<file path="config.mk">
export PLATFORM = sky130hd
export DESIGN_NAME = subframe_timing_generator
export DESIGN_NICKNAME = d
export VERILOG_FILES = /design/src/common/subframe_timing_pkg.sv /design/src/core/pulse_window.sv /design/src/core/subframe_timing_generator.sv
export VERILOG_INCLUDE_DIRS = /design/src /design/src/common
export SDC_FILE = /design/constraint.sdc
export NUM_CORES = 1
export LEC_CHECK = 0
export ABC_AREA = 1
export BUFFER_PORTS_ARGS = -buffer_cell sky130_fd_sc_hd__buf_2
export CORE_MARGIN = 5
export CORE_UTILIZATION = 55
export DETAILED_ROUTE_END_ITERATION = 6
export PLACE_DENSITY_LB_ADDON = 0.3
export SYNTH_ARGS = -nofsm -noshare
export SYNTH_HDL_FRONTEND = slang
export SYNTH_HIERARCHICAL = 1
export SYNTH_SLANG_ARGS = --single-unit
</file>
<file path="constraint.sdc">
create_clock -name mclk_i -period 2.25 [get_ports mclk_i]
set_clock_uncertainty 0.05 [all_clocks]
set_input_delay 0.45 -clock mclk_i [delete_from_list [all_inputs] [get_ports mclk_i]]
set_output_delay 0.45 -clock mclk_i [all_outputs]
set_load 0.02 [all_outputs]
</file>
<file path="src/common/subframe_timing_params.svh">
// Register offsets, field positions and reset values of the sub-frame timing generator
`ifndef SUBFRAME_TIMING_PARAMS_SVH
`define SUBFRAME_TIMING_PARAMS_SVH
`define STG_OFS_CONTROL 8'h80
`define STG_OFS_AFE_BEGIN 8'h83
`define STG_OFS_AFE_FINISH 8'h84
`define STG_OFS_SEQ_BEGIN 8'h85
`define STG_OFS_SEQ_FINISH 8'h86
`define STG_OFS_CAP_BEGIN 8'h87
`define STG_BIT_ENABLE 0
`define STG_LEN_LSB 1
`define STG_LEN_MSB 16
`define STG_BIT_AUTO_DIS 23
`define STG_RST_CONTROL 24'h004E1E
`define STG_RST_LENGTH 16'h270F
`define STG_RST_AFE_BEGIN 16'h00D0
`define STG_RST_AFE_FINISH 16'h00D8
`define STG_RST_SEQ_BEGIN 16'h0020
`define STG_RST_SEQ_FINISH 16'h0028
`define STG_RST_CAP_BEGIN 16'h2454
`endif

</file>
<file path="src/common/subframe_timing_pkg.sv">
// Types shared by the sub-frame timing generator files
package subframe_timing_pkg;
	// Register access request from the host side
	typedef struct packed {
		logic wr;
		logic rd;
		logic [7:0] addr;
		logic [23:0] wdata;
	} reg_req_t;
	// Start and end count of one pulse window
	typedef struct packed {
		logic [15:0] begin_count;
		logic [15:0] finish_count;
	} pulse_window_t;
	// Counter run state
	typedef enum logic [0:0] {
		ST_IDLE = 1'b0,
		ST_RUN = 1'b1
	} run_state_t;
endpackage

</file>
<file path="src/core/pulse_window.sv">
// Window comparator for one generated pulse
`timescale 1ns/100ps
`default_nettype none
module pulse_window (
	input wire logic mclk_i,
	input wire logic rst_i,
	input wire logic run_i,
	input wire logic [15:0] count_i,
	input wire subframe_timing_pkg::pulse_window_t win_i,
	output logic pulse_o
);
	logic pulse_q;
	wire in_window;
	// Active from begin count up to but not including finish count
	assign in_window = run_i && (count_i >= win_i.begin_count)
		&& (count_i < win_i.finish_count);
	// Registered pulse output
	always_ff @(posedge mclk_i)
	begin
		if (rst_i)
			pulse_q <= 1'b0;
		else
			pulse_q <= in_window;
	end
	assign pulse_o = pulse_q;
endmodule
`default_nettype wire

</file>
<file path="src/core/subframe_timing_generator.sv">
// Sub-frame timing generator with register file and pulse outputs
`timescale 1ns/100ps
`default_nettype none
`include "subframe_timing_params.svh"
// Function
// - Counter runs only while control enable bit 0 is one.
// - Sub-frame length comes from control bits 16:1, reset 270Fh.
// - Bit 23 set stops automatic default filling of mask registers.
// - Data-path reset pulse begins at its begin count, reset D0h.
// - Reset pulse lasts finish minus begin generator clocks.
// - Data-path reset pulse ends at its finish count, reset D8h.
// - Sequencer interrupt pulse begins at its begin count, reset 20h.
// - Sequencer interrupt pulse ends at its finish count, reset 28h.
// - Reserved bits reset to zero, are written zero, read zero.
// - Capture pulse begins at capture begin count, reset 2454h.
module subframe_timing_generator (
	input wire logic mclk_i,
	input wire logic rst_i,
	input wire subframe_timing_pkg::reg_req_t req_i,
	output logic [23:0] rdata_o,
	output logic rvalid_o,
	output logic [15:0] subframe_clock_count_o,
	output logic afe_reset_pulse_o,
	output logic sequencer_irq_pulse_o,
	output logic capture_begin_o,
	output logic auto_mask_setup_o
);
	// ************************************************************
	// Register file
	// ************************************************************
	logic timing_generator_enable_q;
	logic auto_mask_setup_disable_q;
	logic [15:0] length_q;
	logic [15:0] afe_begin_q;
	logic [15:0] afe_finish_q;
	logic [15:0] seq_begin_q;
	logic [15:0] seq_finish_q;
	logic [15:0] cap_begin_q;
	logic [23:0] rdata_q;
	logic rvalid_q;
	wire [23:0] control_rd;
	logic [23:0] rdata_d;
	wire wr_control;
	wire wr_afe_begin;
	wire wr_afe_finish;
	wire wr_seq_begin;
	wire wr_seq_finish;
	wire wr_cap_begin;

	// Zero-fill a 16-bit count field into a read word
	function automatic logic [23:0] pad_word(input logic [15:0] count_field);
		return {8'h00, count_field};
	endfunction

	// Write strobes, one per mapped register; other addresses are ignored
	assign wr_control = req_i.wr && (req_i.addr == `STG_OFS_CONTROL);
	assign wr_afe_begin = req_i.wr && (req_i.addr == `STG_OFS_AFE_BEGIN);
	assign wr_afe_finish = req_i.wr && (req_i.addr == `STG_OFS_AFE_FINISH);
	assign wr_seq_begin = req_i.wr && (req_i.addr == `STG_OFS_SEQ_BEGIN);
	assign wr_seq_finish = req_i.wr && (req_i.addr == `STG_OFS_SEQ_FINISH);
	assign wr_cap_begin = req_i.wr && (req_i.addr == `STG_OFS_CAP_BEGIN);

	// Register writes; reserved bits are never stored
	always_ff @(posedge mclk_i)
	begin
		if (rst_i)
		begin
			timing_generator_enable_q <= 1'b0;
			auto_mask_setup_disable_q <= 1'b0;
			length_q <= `STG_RST_LENGTH;
			afe_begin_q <= `STG_RST_AFE_BEGIN;
			afe_finish_q <= `STG_RST_AFE_FINISH;
			seq_begin_q <= `STG_RST_SEQ_BEGIN;
			seq_finish_q <= `STG_RST_SEQ_FINISH;
			cap_begin_q <= `STG_RST_CAP_BEGIN;
		end
		else
		begin
			if (wr_control)
			begin
				timing_generator_enable_q <= req_i.wdata[`STG_BIT_ENABLE];
				length_q <= req_i.wdata[`STG_LEN_MSB:`STG_LEN_LSB];
				auto_mask_setup_disable_q <= req_i.wdata[`STG_BIT_AUTO_DIS];
			end
			if (wr_afe_begin)
				afe_begin_q <= req_i.wdata[15:0];
			if (wr_afe_finish)
				afe_finish_q <= req_i.wdata[15:0];
			if (wr_seq_begin)
				seq_begin_q <= req_i.wdata[15:0];
			if (wr_seq_finish)
				seq_finish_q <= req_i.wdata[15:0];
			if (wr_cap_begin)
				cap_begin_q <= req_i.wdata[15:0];
		end
	end

	// Read data assembly with reserved bits zero
	assign control_rd = {auto_mask_setup_disable_q, 6'h00, length_q,
		timing_generator_enable_q};
	always_comb
	begin
		case (req_i.addr)
			`STG_OFS_CONTROL: rdata_d = control_rd;
			`STG_OFS_AFE_BEGIN: rdata_d = pad_word(afe_begin_q);
			`STG_OFS_AFE_FINISH: rdata_d = pad_word(afe_finish_q);
			`STG_OFS_SEQ_BEGIN: rdata_d = pad_word(seq_begin_q);
			`STG_OFS_SEQ_FINISH: rdata_d = pad_word(seq_finish_q);
			`STG_OFS_CAP_BEGIN: rdata_d = pad_word(cap_begin_q);
			default: rdata_d = 24'h000000;
		endcase
	end

	// Registered read answer one cycle after the request
	// Read data holds between reads so a slow host can still pick it up
	always_ff @(posedge mclk_i)
	begin
		if (rst_i)
		begin
			rdata_q <= 24'h000000;
			rvalid_q <= 1'b0;
		end
		else
		begin
			rvalid_q <= req_i.rd;
			if (req_i.rd)
				rdata_q <= rdata_d;
		end
	end
	assign rdata_o = rdata_q;
	assign rvalid_o = rvalid_q;

	// ************************************************************
	// Sub-frame counter
	// ************************************************************
	subframe_timing_pkg::run_state_t state_q;
	subframe_timing_pkg::run_state_t state_d;
	logic [15:0] count_q;
	logic [15:0] count_d;
	wire at_last;
	wire running;
	wire counting;

	// Last clock of the sub-frame; a zero length parks the count at zero
	assign at_last = (count_q >= length_q - 16'h0001) || (length_q == 16'h0000);
	assign running = (state_q == subframe_timing_pkg::ST_RUN);
	// Count only while run state and enable bit agree, so a clear stops at once
	assign counting = running && timing_generator_enable_q;

	// Run state follows the enable bit
	// Idle holds the count at zero until the next enable
	always_comb
	begin
		case (state_q)
			subframe_timing_pkg::ST_IDLE:
				state_d = timing_generator_enable_q ? subframe_timing_pkg::ST_RUN
					: subframe_timing_pkg::ST_IDLE;
			subframe_timing_pkg::ST_RUN:
				state_d = timing_generator_enable_q ? subframe_timing_pkg::ST_RUN
					: subframe_timing_pkg::ST_IDLE;
			default: state_d = subframe_timing_pkg::ST_IDLE;
		endcase
	end

	// Count wraps to zero after the programmed length
	assign count_d = !counting ? 16'h0000 : (at_last ? 16'h0000 : count_q + 16'h0001);

	// Counter state
	always_ff @(posedge mclk_i)
	begin
		if (rst_i)
		begin
			state_q <= subframe_timing_pkg::ST_IDLE;
			count_q <= 16'h0000;
		end
		else
		begin
			state_q <= state_d;
			count_q <= count_d;
		end
	end
	assign subframe_clock_count_o = count_q;

	// ************************************************************
	// Pulse generation
	// ************************************************************
	subframe_timing_pkg::pulse_window_t afe_win;
	subframe_timing_pkg::pulse_window_t seq_win;
	subframe_timing_pkg::pulse_window_t cap_win;
	assign afe_win = '{begin_count: afe_begin_q, finish_count: afe_finish_q};
	assign seq_win = '{begin_count: seq_begin_q, finish_count: seq_finish_q};
	// A begin count of FFFFh is never reached, so the wrapped finish is harmless
	assign cap_win = '{begin_count: cap_begin_q,
		finish_count: cap_begin_q + 16'h0001};

	// Data-path reset pulse
	pulse_window u_afe (
		.mclk_i(mclk_i),
		.rst_i(rst_i),
		.run_i(counting),
		.count_i(count_q),
		.win_i(afe_win),
		.pulse_o(afe_reset_pulse_o)
	);
	// Sequencer interrupt pulse
	pulse_window u_seq (
		.mclk_i(mclk_i),
		.rst_i(rst_i),
		.run_i(counting),
		.count_i(count_q),
		.win_i(seq_win),
		.pulse_o(sequencer_irq_pulse_o)
	);
	// Capture start marker, one clock wide
	pulse_window u_cap (
		.mclk_i(mclk_i),
		.rst_i(rst_i),
		.run_i(counting),
		.count_i(count_q),
		.win_i(cap_win),
		.pulse_o(capture_begin_o)
	);

	// Automatic mask setup stays on until software disables it
	assign auto_mask_setup_o = !auto_mask_setup_disable_q;
endmodule
`default_nettype wire

</file>
=== Yosys cells after proc, flatten, opt, wreduce, memory -nomap -nowiden ===
Index checks and enable logic that the tools add are counted.

* Input bits: 36
* Flip-flop bits (word level): 143
* Word-level logic and storage cells: 51
* Output and inout port bits: 45

* Multiplexer cells: 2
* Magnitude comparators: 7
* Equality and inequality tests: 6
* Bitwise logic cells: 1
* Add/subtract/negate cells: 3
* Reduce and logical (&&, ||, !) cells: 17

{| class="wikitable"
|+ Operators by type and width
! kind !! number
|-
| case mux 24 bit (6 select lines) || 1
|-
| greater-or-equal comparator 16 bit || 4
|-
| == test 8 bit (second input constant) || 6
|-
| less-than comparator 16 bit || 3
|-
| adder 16 x 1 -> 16 bit (second input constant) || 2
|-
| logical NOT 16 bit || 1
|-
| subtractor 16 x 1 -> 16 bit (second input constant) || 1
|-
| logical AND 1 bit || 13
|-
| OR reduction 3 bit || 1
|-
| logical NOT 1 bit || 1
|-
| logical OR 1 bit || 1
|-
| two-way mux 1 bit || 1
|-
| inverter 1 bit || 1
|}

=== Depth between registers and ports, before layout ===
Gate-level depths: netlist (run 1).

* Depth after elaboration: 4
* Gate-level depth with buffers: 18
* Depth with buffers taken out: 18

=== By module ===
The synthesis (run 1) kept the hierarchy.

{| class="wikitable"
|+ Modules (own cells, without submodules)
! module !! cells each !! area each (um^2) !! instances
|-
| subframe_timing_generator || 902 || 6563.8 || 1
|-
| pulse_window at u_afe ... || 139 || 854.6 || 2
|-
| pulse_window at u_seq || 139 || 857.1 || 1
|}

=== Worst setup path before layout (run 1) ===
No wires, ideal clock.

* Path kind: reg-to-reg
* Start: register length_q[0]
* End: register count_q[7], in the netlist subframe_clock_count_o[7]
* Cell stages (with the launch flop): 19
* Data required time: 2.084 ns
* Arrival: 2.291 ns
* Slack: -0.207 ns
* Cell sequence: dfxtp_1 > inv_1 > ha_1 > nand2_1 > nor3_1 > inv_1 > nor2_1 > nand3_1 > xor2_1 > inv_1 > ha_1 > nand2_1 > inv_1 > nand3_1 > nand4_1 > nor2_1 > nand2_1 > buf_2 > nor2_1

* Cells in the longest elaborated chain, start to end: 4

{| class="wikitable"
|+ RTL lines
! item !! RTL line !! RTL
|-
| start, declared || subframe_timing_generator.sv:33 || <nowiki>logic [15:0] length_q;</nowiki>
|-
| start signal, assigned || subframe_timing_generator.sv:70 || <nowiki>length_q <= `STG_RST_LENGTH;</nowiki>
|-
| start signal, assigned || subframe_timing_generator.sv:82 || <nowiki>length_q <= req_i.wdata[`STG_LEN_MSB:`STG_LEN_LSB];</nowiki>
|-
| subtractor 16 x 1 -> 16 bit || subframe_timing_generator.sv:145 || <nowiki>assign at_last = (count_q >= length_q - 16'h0001) || (length_q == 16'h0000);</nowiki>
|-
| greater-or-equal comparator 16 bit || subframe_timing_generator.sv:145 ||
|-
| logical OR 1 bit * || subframe_timing_generator.sv:145 ||
|-
| OR reduction 3 bit (no line) * || - ||
|-
| end signal, assigned || subframe_timing_generator.sv:179 || <nowiki>count_q <= count_d;</nowiki>
|-
| end, declared || subframe_timing_generator.sv:138 || <nowiki>logic [15:0] count_q;</nowiki>
|}

Every way passes the cells marked *; elsewhere a longest branch is shown, timed or not.
A chain may end at the register's enable or synchronous reset.

=== Final worst setup path (run 1) ===
* Start: register length_q[1]
* End: register count_q[8], in the netlist subframe_clock_count_o[8]

The elaborated chain is that of the path after synthesis.

==> impl_results.md, run 1 <==
* Critical Path Max Stage Delay at 0.36 ns
* Most frequent cells in the layout: nand2_1, inv_1, a21oi_1, dfxtp_1, o21ai_0
* Final setup TNS at -2.59 ns
* Drt pass-1 iters at 5
* Slowest CP cell: dfxtp_4
* First-pass GRT wire length at 44300 um
* Final design utilization at 68.5%
* Slew margin rel. at 58.6%
* CTS Buf Count at 17
* Critical Path Source Type: flop
* Die X at 139 um
* Reg2Reg Setup Slack at -0.19 ns
* Unrepaired setup endpoints after global routing: true
* Part of the cycle the worst path needs at 108%
* Synth area leaders: dfxtp_1, ha_1, nand2_1, inv_1, a21oi_1
* Final setup viols at 17
* Mapped Area at 9130 um2
* Initial Util at 55.6%
* Worst-Skew Late Latency at 0.43 ns
* Placed wire-length estimate at 20200 um
* Pwr Total at 5.88 mW
* Power density cells at 523 nW/um2
* Post-synth top area cell: dfxtp_1
* CP top delay family: simple AND/OR/NAND/NOR gates
* Internal cell power at 4.57 mW
* Register area share after synthesis at 30.0%
* Fillers at 1342
* # DRC at 0
* Worst Max-Slew Pin Slew at 0.617 ns
* Initial antenna violation count at 0
* FF/Latch Area at 2760 um2
* Pleak at 5.47 nW
* Yosys cell types at 36
* Worst vdd ir at 0.474 mV
* Ports at 81
* Yosys warns at 6
* Worst path bufs/invs at 5
* Reg clk slew, reported paths at 0.06 ns
* Commonest non-fill, non-tap cell in the layout: nand2_1
* Final Hold Viols at 0
* Final Net Count at 1605
* Clk sinks at 137
* Rows at 47
* Top cell type's share of synthesized area at 30.0%
* Area delta synth->final at 23.2%
* WL/cell at 16.6 um
* Drt via density at 5.49
* CTS HTree Levels at 4
* Routed vias at 9274
* Die area at 19300 um2
* Grt ovf at 0
* Tmin final at 2.44 ns
* Avg Synthesized Cell Area at 6.92 um2
* Final Max Slew Viols at 0
* Crit-path cells: inv_4 -> ha_4 -> nand2_4 -> nor3_4 -> inv_1 -> nor2_2 -> nand3_2 -> xor2_1 -> inv_1 -> ha_4 -> nand2_2 -> inv_2 -> nand2_1 -> nand4_1 -> nor2_1 -> nand2_2 -> clkbuf_16 -> nor2_2
* Vias in the first global route at 8778
* Combinational Power Share at 4.8%
* Hold_buf cts at 0
* Crit Path Class: reg -> reg
* Yosys reg bits at 137
* Core area at 16400 um2
* First DRT Iteration DRCs at 893
* Routability congestion estimate at 0.945
* Chip Height at 139 um
* Total Routing Usage GR at 28.2%
* Sw Pwr at 1.31 mW
* Share of layout cells above drive strength 1 at 19.4%
* Max Root-Sink Buffers at 2
* Outcome: complete, but fails checks
* Clock network power share at 53.4%
* Critical Path Sink Type: flop
* Post-route ant nets at 0
* Crit path DAT at 2.76 ns
* PnR worst setup slack at -0.186 ns
* Req. time, crit path at 2.57 ns
* Fmax at 0.411 GHz
* Synth Instances at 1319
* I/O Buffers at 68
* Area of the multi-input gates at 5620 um2
* Worst-path maximum fanout at 8
* CTS tree: done
* Failing checks: negative setup slack
* Root Buffer: clkbuf_16
* Sw frac at 22.3%
* Largest net degree at the start of global routing at 100
* Reg power frac at 41.8%
* # diodes at 0
* Tightest Hold Check Type: in -> reg
* Drt total wl at 28100 um
* Max_cap viols at 0
==> per-stage QoR <==
step	setup slack (ns)	area (um2)	hold slack [ns]	instances
floorplan	-0.00584	9190	0.389	1324
global placement	-0.101	10200	0.405	1646
detailed placement	-0.170	10200	0.417	1646
CTS	-0.0805	11000	0.193	1683
global route	-0.373	11200	0.223	1690
finish	-0.186	11200	0.202	1690
==> Yosys cell counts <==
cell type,instances
nand3_4,1
buf_6,3
a21oi_1,137
nor3_4,3
inv_2,10
o21ai_0,115
nor2_2,3
ha_1,112
dfxtp_1,137
o21a_1,7
nand2_1,227
xor2_1,34
nor2_4,2
nand2_2,3
o21ai_1,6
nand3_1,94
clkinv_1,2
a31oi_1,3
nor4_1,1
nand3_2,1
buf_2,18
nor2_1,116
o22ai_1,1
buf_4,10
clkbuf_1,18
xnor2_1,5
a211oi_1,1
nor3_1,17
buf_1,1
nand4_1,11
nor3b_1,3
clkinv_2,1
nor3_2,3
conb_1,1
o211ai_1,11
inv_1,201
==> worst min-delay path: stages <==
cell and delay, ns:
buf_2 0.09, a21oi_1 0.05, o21ai_0 0.05
==> layout make-up <==
| cell class | count | share of cell area [%] |
|---|---|---|
| clock inverters | 12 | 1.72 |
| repair buffers | 164 | 10.0 |
| well taps | 220 | 2.45 |
| clock buffers | 20 | 4.15 |
| flip-flops and latches | 137 | 24.5 |
| inverters | 214 | 7.20 |
| multi-input cells | 923 | 49.9 |
==> final timing paths <==
kind / from / end / depth (start not counted)
setup / recovery: length_q[1]$_SDFFE_PP1P_ / subframe_clock_count_o[8]$_SDFF_PP0_ / 18
hold / removal: req_i[4] / length_q[3]$_SDFFE_PP1P_ / 3
setup reg to reg: length_q[1]$_SDFFE_PP1P_ / subframe_clock_count_o[8]$_SDFF_PP0_ / 18
hold reg to reg: auto_mask_setup_disable_q$_SDFFE_PP0P_ / rdata_o[23]$_SDFFE_PP0P_ / 2
==> sequential cells by signal, indices dropped and copies added (netlist names), 16 cells and up <==
| signal | cells |
|---|---|
| rdata_o | 18 |
| afe_begin_q | 16 |
| afe_finish_q | 16 |
| cap_begin_q | 16 |
| length_q | 16 |
| seq_begin_q | 16 |
| seq_finish_q | 16 |
| subframe_clock_count_o | 16 |
==> power by group through the flow <==
stage | Combinational [mW] | Sequential (mW) | Clock, mW
finish | 0.285 | 2.46 | 3.14
global route | 0.304 | 2.46 | 3.26
CTS | 0.279 | 2.46 | 3.16
detailed placement | 0.276 | 2.51 | 0
global placement | 0.272 | 2.51 | 0
floorplan | 0.141 | 2.53 | 0
==> cells by family (layout without fill, tap and decap cells) <==
family                   count (synthesis)  count (layout)  share of synthesized area [%]
AND/OR/NAND/NOR                        485             485                           23.1
AO/OA/AOI/OAI                          281             281                           16.0
buffers and inverters                  264             410                           11.8
flip-flops                             137             137                           30.0
adder cells (fa/ha/maj)                112             112                           15.3
XOR/XNOR                                39              39                           3.74
other                                    1               6                         0.0411
==> layer usage <==
layer	vias up	track usage, %	part of all wire, %
met5	-	0	0
met4	0	10.9	2.9
met3	57	4.48	7.8
met2	409	44.6	45
met1	4246	38.7	44
li1	4562	-	-
==> what timing repair did <==
action	4_1_cts	5_1_grt
pin swaps	10	26
endpoints found under the setup margin	17	17
gates resized for setup	17	56
hold endpoints to repair	0	0
buffers inserted	5	6
cloned	0	1
Power figures use the tool's default switching activity.
==> run 2, diff against run 1 <==
Settings changed: CTS_CLUSTER_SIZE set to 8.
Clock period 2.25 ns to 2.6 ns, I/O delays scaled along.
==> impl_results.md, run 2 (synthesis results as in run 1) <==
* Most used cell along the critical path: inv_1
* Tightest Hold Check Type: in -> reg (unchanged)
* Max Root-Sink Buffers at 2 (unchanged)
* Chip Height at 139 um (unchanged)
* Share of layout cells above drive strength 1 at 13.9% (was 19.4%)
* Setup crit end: subframe_clock_count_o[3]$_SDFF_PP0_ (was subframe_clock_count_o[8]$_SDFF_PP0_)
* Final Non-Filler Cells at 1634 (was 1690)
* Final Max Slew Viols at 0 (unchanged)
* Largest net degree at the start of global routing at 33 (was 100)
* Worst R2R Path Depth at 18 (unchanged)
* Worst vdd ir at 0.472 mV (was 0.474 mV)
* Reg2Reg Setup Slack at 0.03 ns (was -0.19 ns)
* Area delta synth->final at 15.6% (was 23.2%)
* Slowest CP cell: dfxtp_1 (was dfxtp_4)
* Worst Setup SP: length_q[0]$_SDFFE_PP1P_ (was length_q[1]$_SDFFE_PP1P_)
* Worst Max-Slew Pin Slew at 0.612 ns (was 0.617 ns)
* Drt via density at 5.47 (was 5.49)
* Most frequent cells in the layout: nand2_1, inv_1, a21oi_1, dfxtp_1, o21ai_0 (unchanged)
* Core area at 16400 um2 (unchanged)
* Post-route ant nets at 0 (unchanged)
* Final Net Count at 1550 (was 1605)
* Fillers at 1436 (was 1342)
* Ports at 81 (unchanged)
* Slew margin rel. at 59.1% (was 58.6%)
* Part of the cycle the worst path needs at 98.8% (was 108%)
* Fmax at 0.389 GHz (was 0.411 GHz)
* Tmin final at 2.57 ns (was 2.44 ns)
* Die X at 139 um (unchanged)
* Crit path DAT at 2.89 ns (was 2.76 ns)
* Drt total wl at 25900 um (was 28100 um)
* Final design utilization at 64.3% (was 68.5%)
* CTS tree: done (unchanged)
* Commonest non-fill, non-tap cell in the layout: nand2_1 (unchanged)
* # diodes at 0 (unchanged)
* Initial Util at 55.6% (unchanged)
* R2r startpoint: length_q[0]$_SDFFE_PP1P_ (was length_q[1]$_SDFFE_PP1P_)
* Initial antenna violation count at 0 (unchanged)
* WL/cell at 15.9 um (was 16.6 um)
* Clk sinks at 137 (unchanged)
* First DRT Iteration DRCs at 628 (was 893)
* Reg clk slew, reported paths at 0.06 ns (about the same)
* Die area at 19300 um2 (unchanged)
* # DRC at 0 (unchanged)
* Final Hold Viols at 0 (unchanged)
* FF/Latch Area at 2740 um2 (was 2760 um2)
* Critical Path Max Stage Delay at 0.30 ns (was 0.36 ns)
* Pleak at 5.11 nW (was 5.47 nW)
* CTS Buf Count at 17 (unchanged)
* Grt ovf at 0 (unchanged)
* Final setup viols at 0 (was 17)
* Cell count after placement at 1598 (was 1646)
* Crit-path cells: inv_2 -> buf_4 -> nand3_1 -> inv_1 -> nand2_2 -> nor2_4 -> nand3_1 -> xor2_1 -> inv_1 -> ha_1 -> nand2_1 -> inv_1 -> nand2_1 -> nand4_1 -> nor2_1 -> nand2_2 -> clkbuf_16 -> nor2_1 (was inv_4 -> ha_4 -> nand2_4 -> nor3_4 -> inv_1 -> nor2_2 -> nand3_2 -> xor2_1 -> inv_1 -> ha_4 -> nand2_2 -> inv_2 -> nand2_1 -> nand4_1 -> nor2_1 -> nand2_2 -> clkbuf_16 -> nor2_2)
* Worst-Skew Late Latency at 0.43 ns (about the same)
* Hold_buf cts at 0 (unchanged)
* Drt pass-1 iters at 5 (unchanged)
* Vias in the first global route at 8440 (was 8778)
* Rows at 47 (unchanged)
* First-pass GRT wire length at 41600 um (was 44300 um)
* Critical Path Source Type: flop (unchanged)
* Power density cells at 459 nW/um2 (was 523 nW/um2)
* Area of the multi-input gates at 5460 um2 (was 5620 um2)
* I/O Buffers at 68 (unchanged)
* Root Buffer: clkbuf_16 (unchanged)
* Max reg flops at 18 (unchanged)
* CTS HTree Levels at 4 (unchanged)
* Placed wire-length estimate at 19200 um (was 20200 um)
* Crit Path Class: reg -> reg (unchanged)
* Total Routing Usage GR at 26.4% (was 28.2%)
* Critical R2R Capture: subframe_clock_count_o[3]$_SDFF_PP0_ (was subframe_clock_count_o[8]$_SDFF_PP0_)
* Max_cap viols at 0 (unchanged)
* Unrepaired setup endpoints after global routing: true (unchanged)
* Req. time, crit path at 2.92 ns (was 2.57 ns)
* Routability congestion estimate at 0.906 (was 0.945)
* Worst-path maximum fanout at 8 (unchanged)
* Critical Path Sink Type: flop (unchanged)
* Outcome: completed (was complete, but fails checks)
* Routed vias at 8937 (was 9274)
run 2: changes by cell type in the layout (fill, tap and decap cells not counted), sizes merged:
cell / previous run / this run
clkinvlp: 2 / 4
bufinv: 5 / 3
clkinv: 6 / 8
clkbuf: 21 / 19
buf: 163 / 108
inv: 213 / 212
run 2: metal layers:
layer / part of all wire (%) / GRT usage, % / vias to the layer above
met5: 0 / 0 / -
met4: 2.1 / 7.52 / 0
met3: 7.5 / 5.34 / 48
met2: 46 / 43.3 / 321
met1: 44 / 35.5 / 4107
li1: - / - / 4461
run 2: timing repair:
item	CTS	global route
setup endpoints to repair	2	17
setup buffers	0	4
gates cloned	0	1
resized for setup	1	37
pin swaps	0	8
run 2: critical path: cells and delay by family (launching register included):
family / cells / cell delay (ns)
xor gates and xnor gates: 1 / 0.17
adders and majority gates: 1 / 0.29
buffers and inverters: 6 / 0.64
DFF: 1 / 0.30
and+or+nand+nor: 10 / 1.04
run 2: area by class of cell:
class | instances | share of cell area (%)
Clock buffer | 18 | 4.16
Inverter | 214 | 7.62
Sequential cell | 137 | 26.0
Multi-Input combinational cell | 923 | 51.7
Clock inverter | 13 | 1.46
Timing Repair Buffer | 109 | 6.43
Tap cell | 220 | 2.61
run 2: how the worst min path moves through the flow:
stage	to	slack, ns	cells past startpoint	startpoint
finish	length_q[15]$_SDFFE_PP0P_	0.27	3	req_i[16]
global route	auto_mask_setup_disable_q$_SDFFE_PP0P_	0.27	3	req_i[23]
CTS	length_q[9]$_SDFFE_PP1P_	0.26	3	req_i[10]
detailed placement	seq_finish_q[1]$_SDFFE_PP0P_	0.42	2	seq_finish_q[1]$_SDFFE_PP0P_
global placement	seq_finish_q[1]$_SDFFE_PP0P_	0.41	2	seq_finish_q[1]$_SDFFE_PP0P_
floorplan	afe_begin_q[8]$_SDFFE_PP0P_	0.39	2	afe_begin_q[8]$_SDFFE_PP0P_
run 2: power breakdown:
| group | switching, mW | total [mW] | internal (mW) | leakage (nW) |
|---|---|---|---|---|
| Sequential | 0.0102 | 2.13 | 2.12 | 1.11 |
| Clock | 0.964 | 2.48 | 1.52 | 0.283 |
| Combinational | 0.174 | 0.239 | 0.0647 | 3.72 |
run 2: through the flow:
stage	setup WS (ns)	setup TNS (ns)	power [mW]	hold slack, ns	area [um2]
final	0.0306	0	4.85	0.268	10600
after global routing	-0.124	-1.95	4.98	0.274	10600
after detailed placement	0.0178	0	2.41	0.419	9780
after CTS	0.0493	0	4.85	0.258	10400
after global placement	0.0904	0	2.40	0.412	9780
after floorplan	0.143	0	2.31	0.389	9150
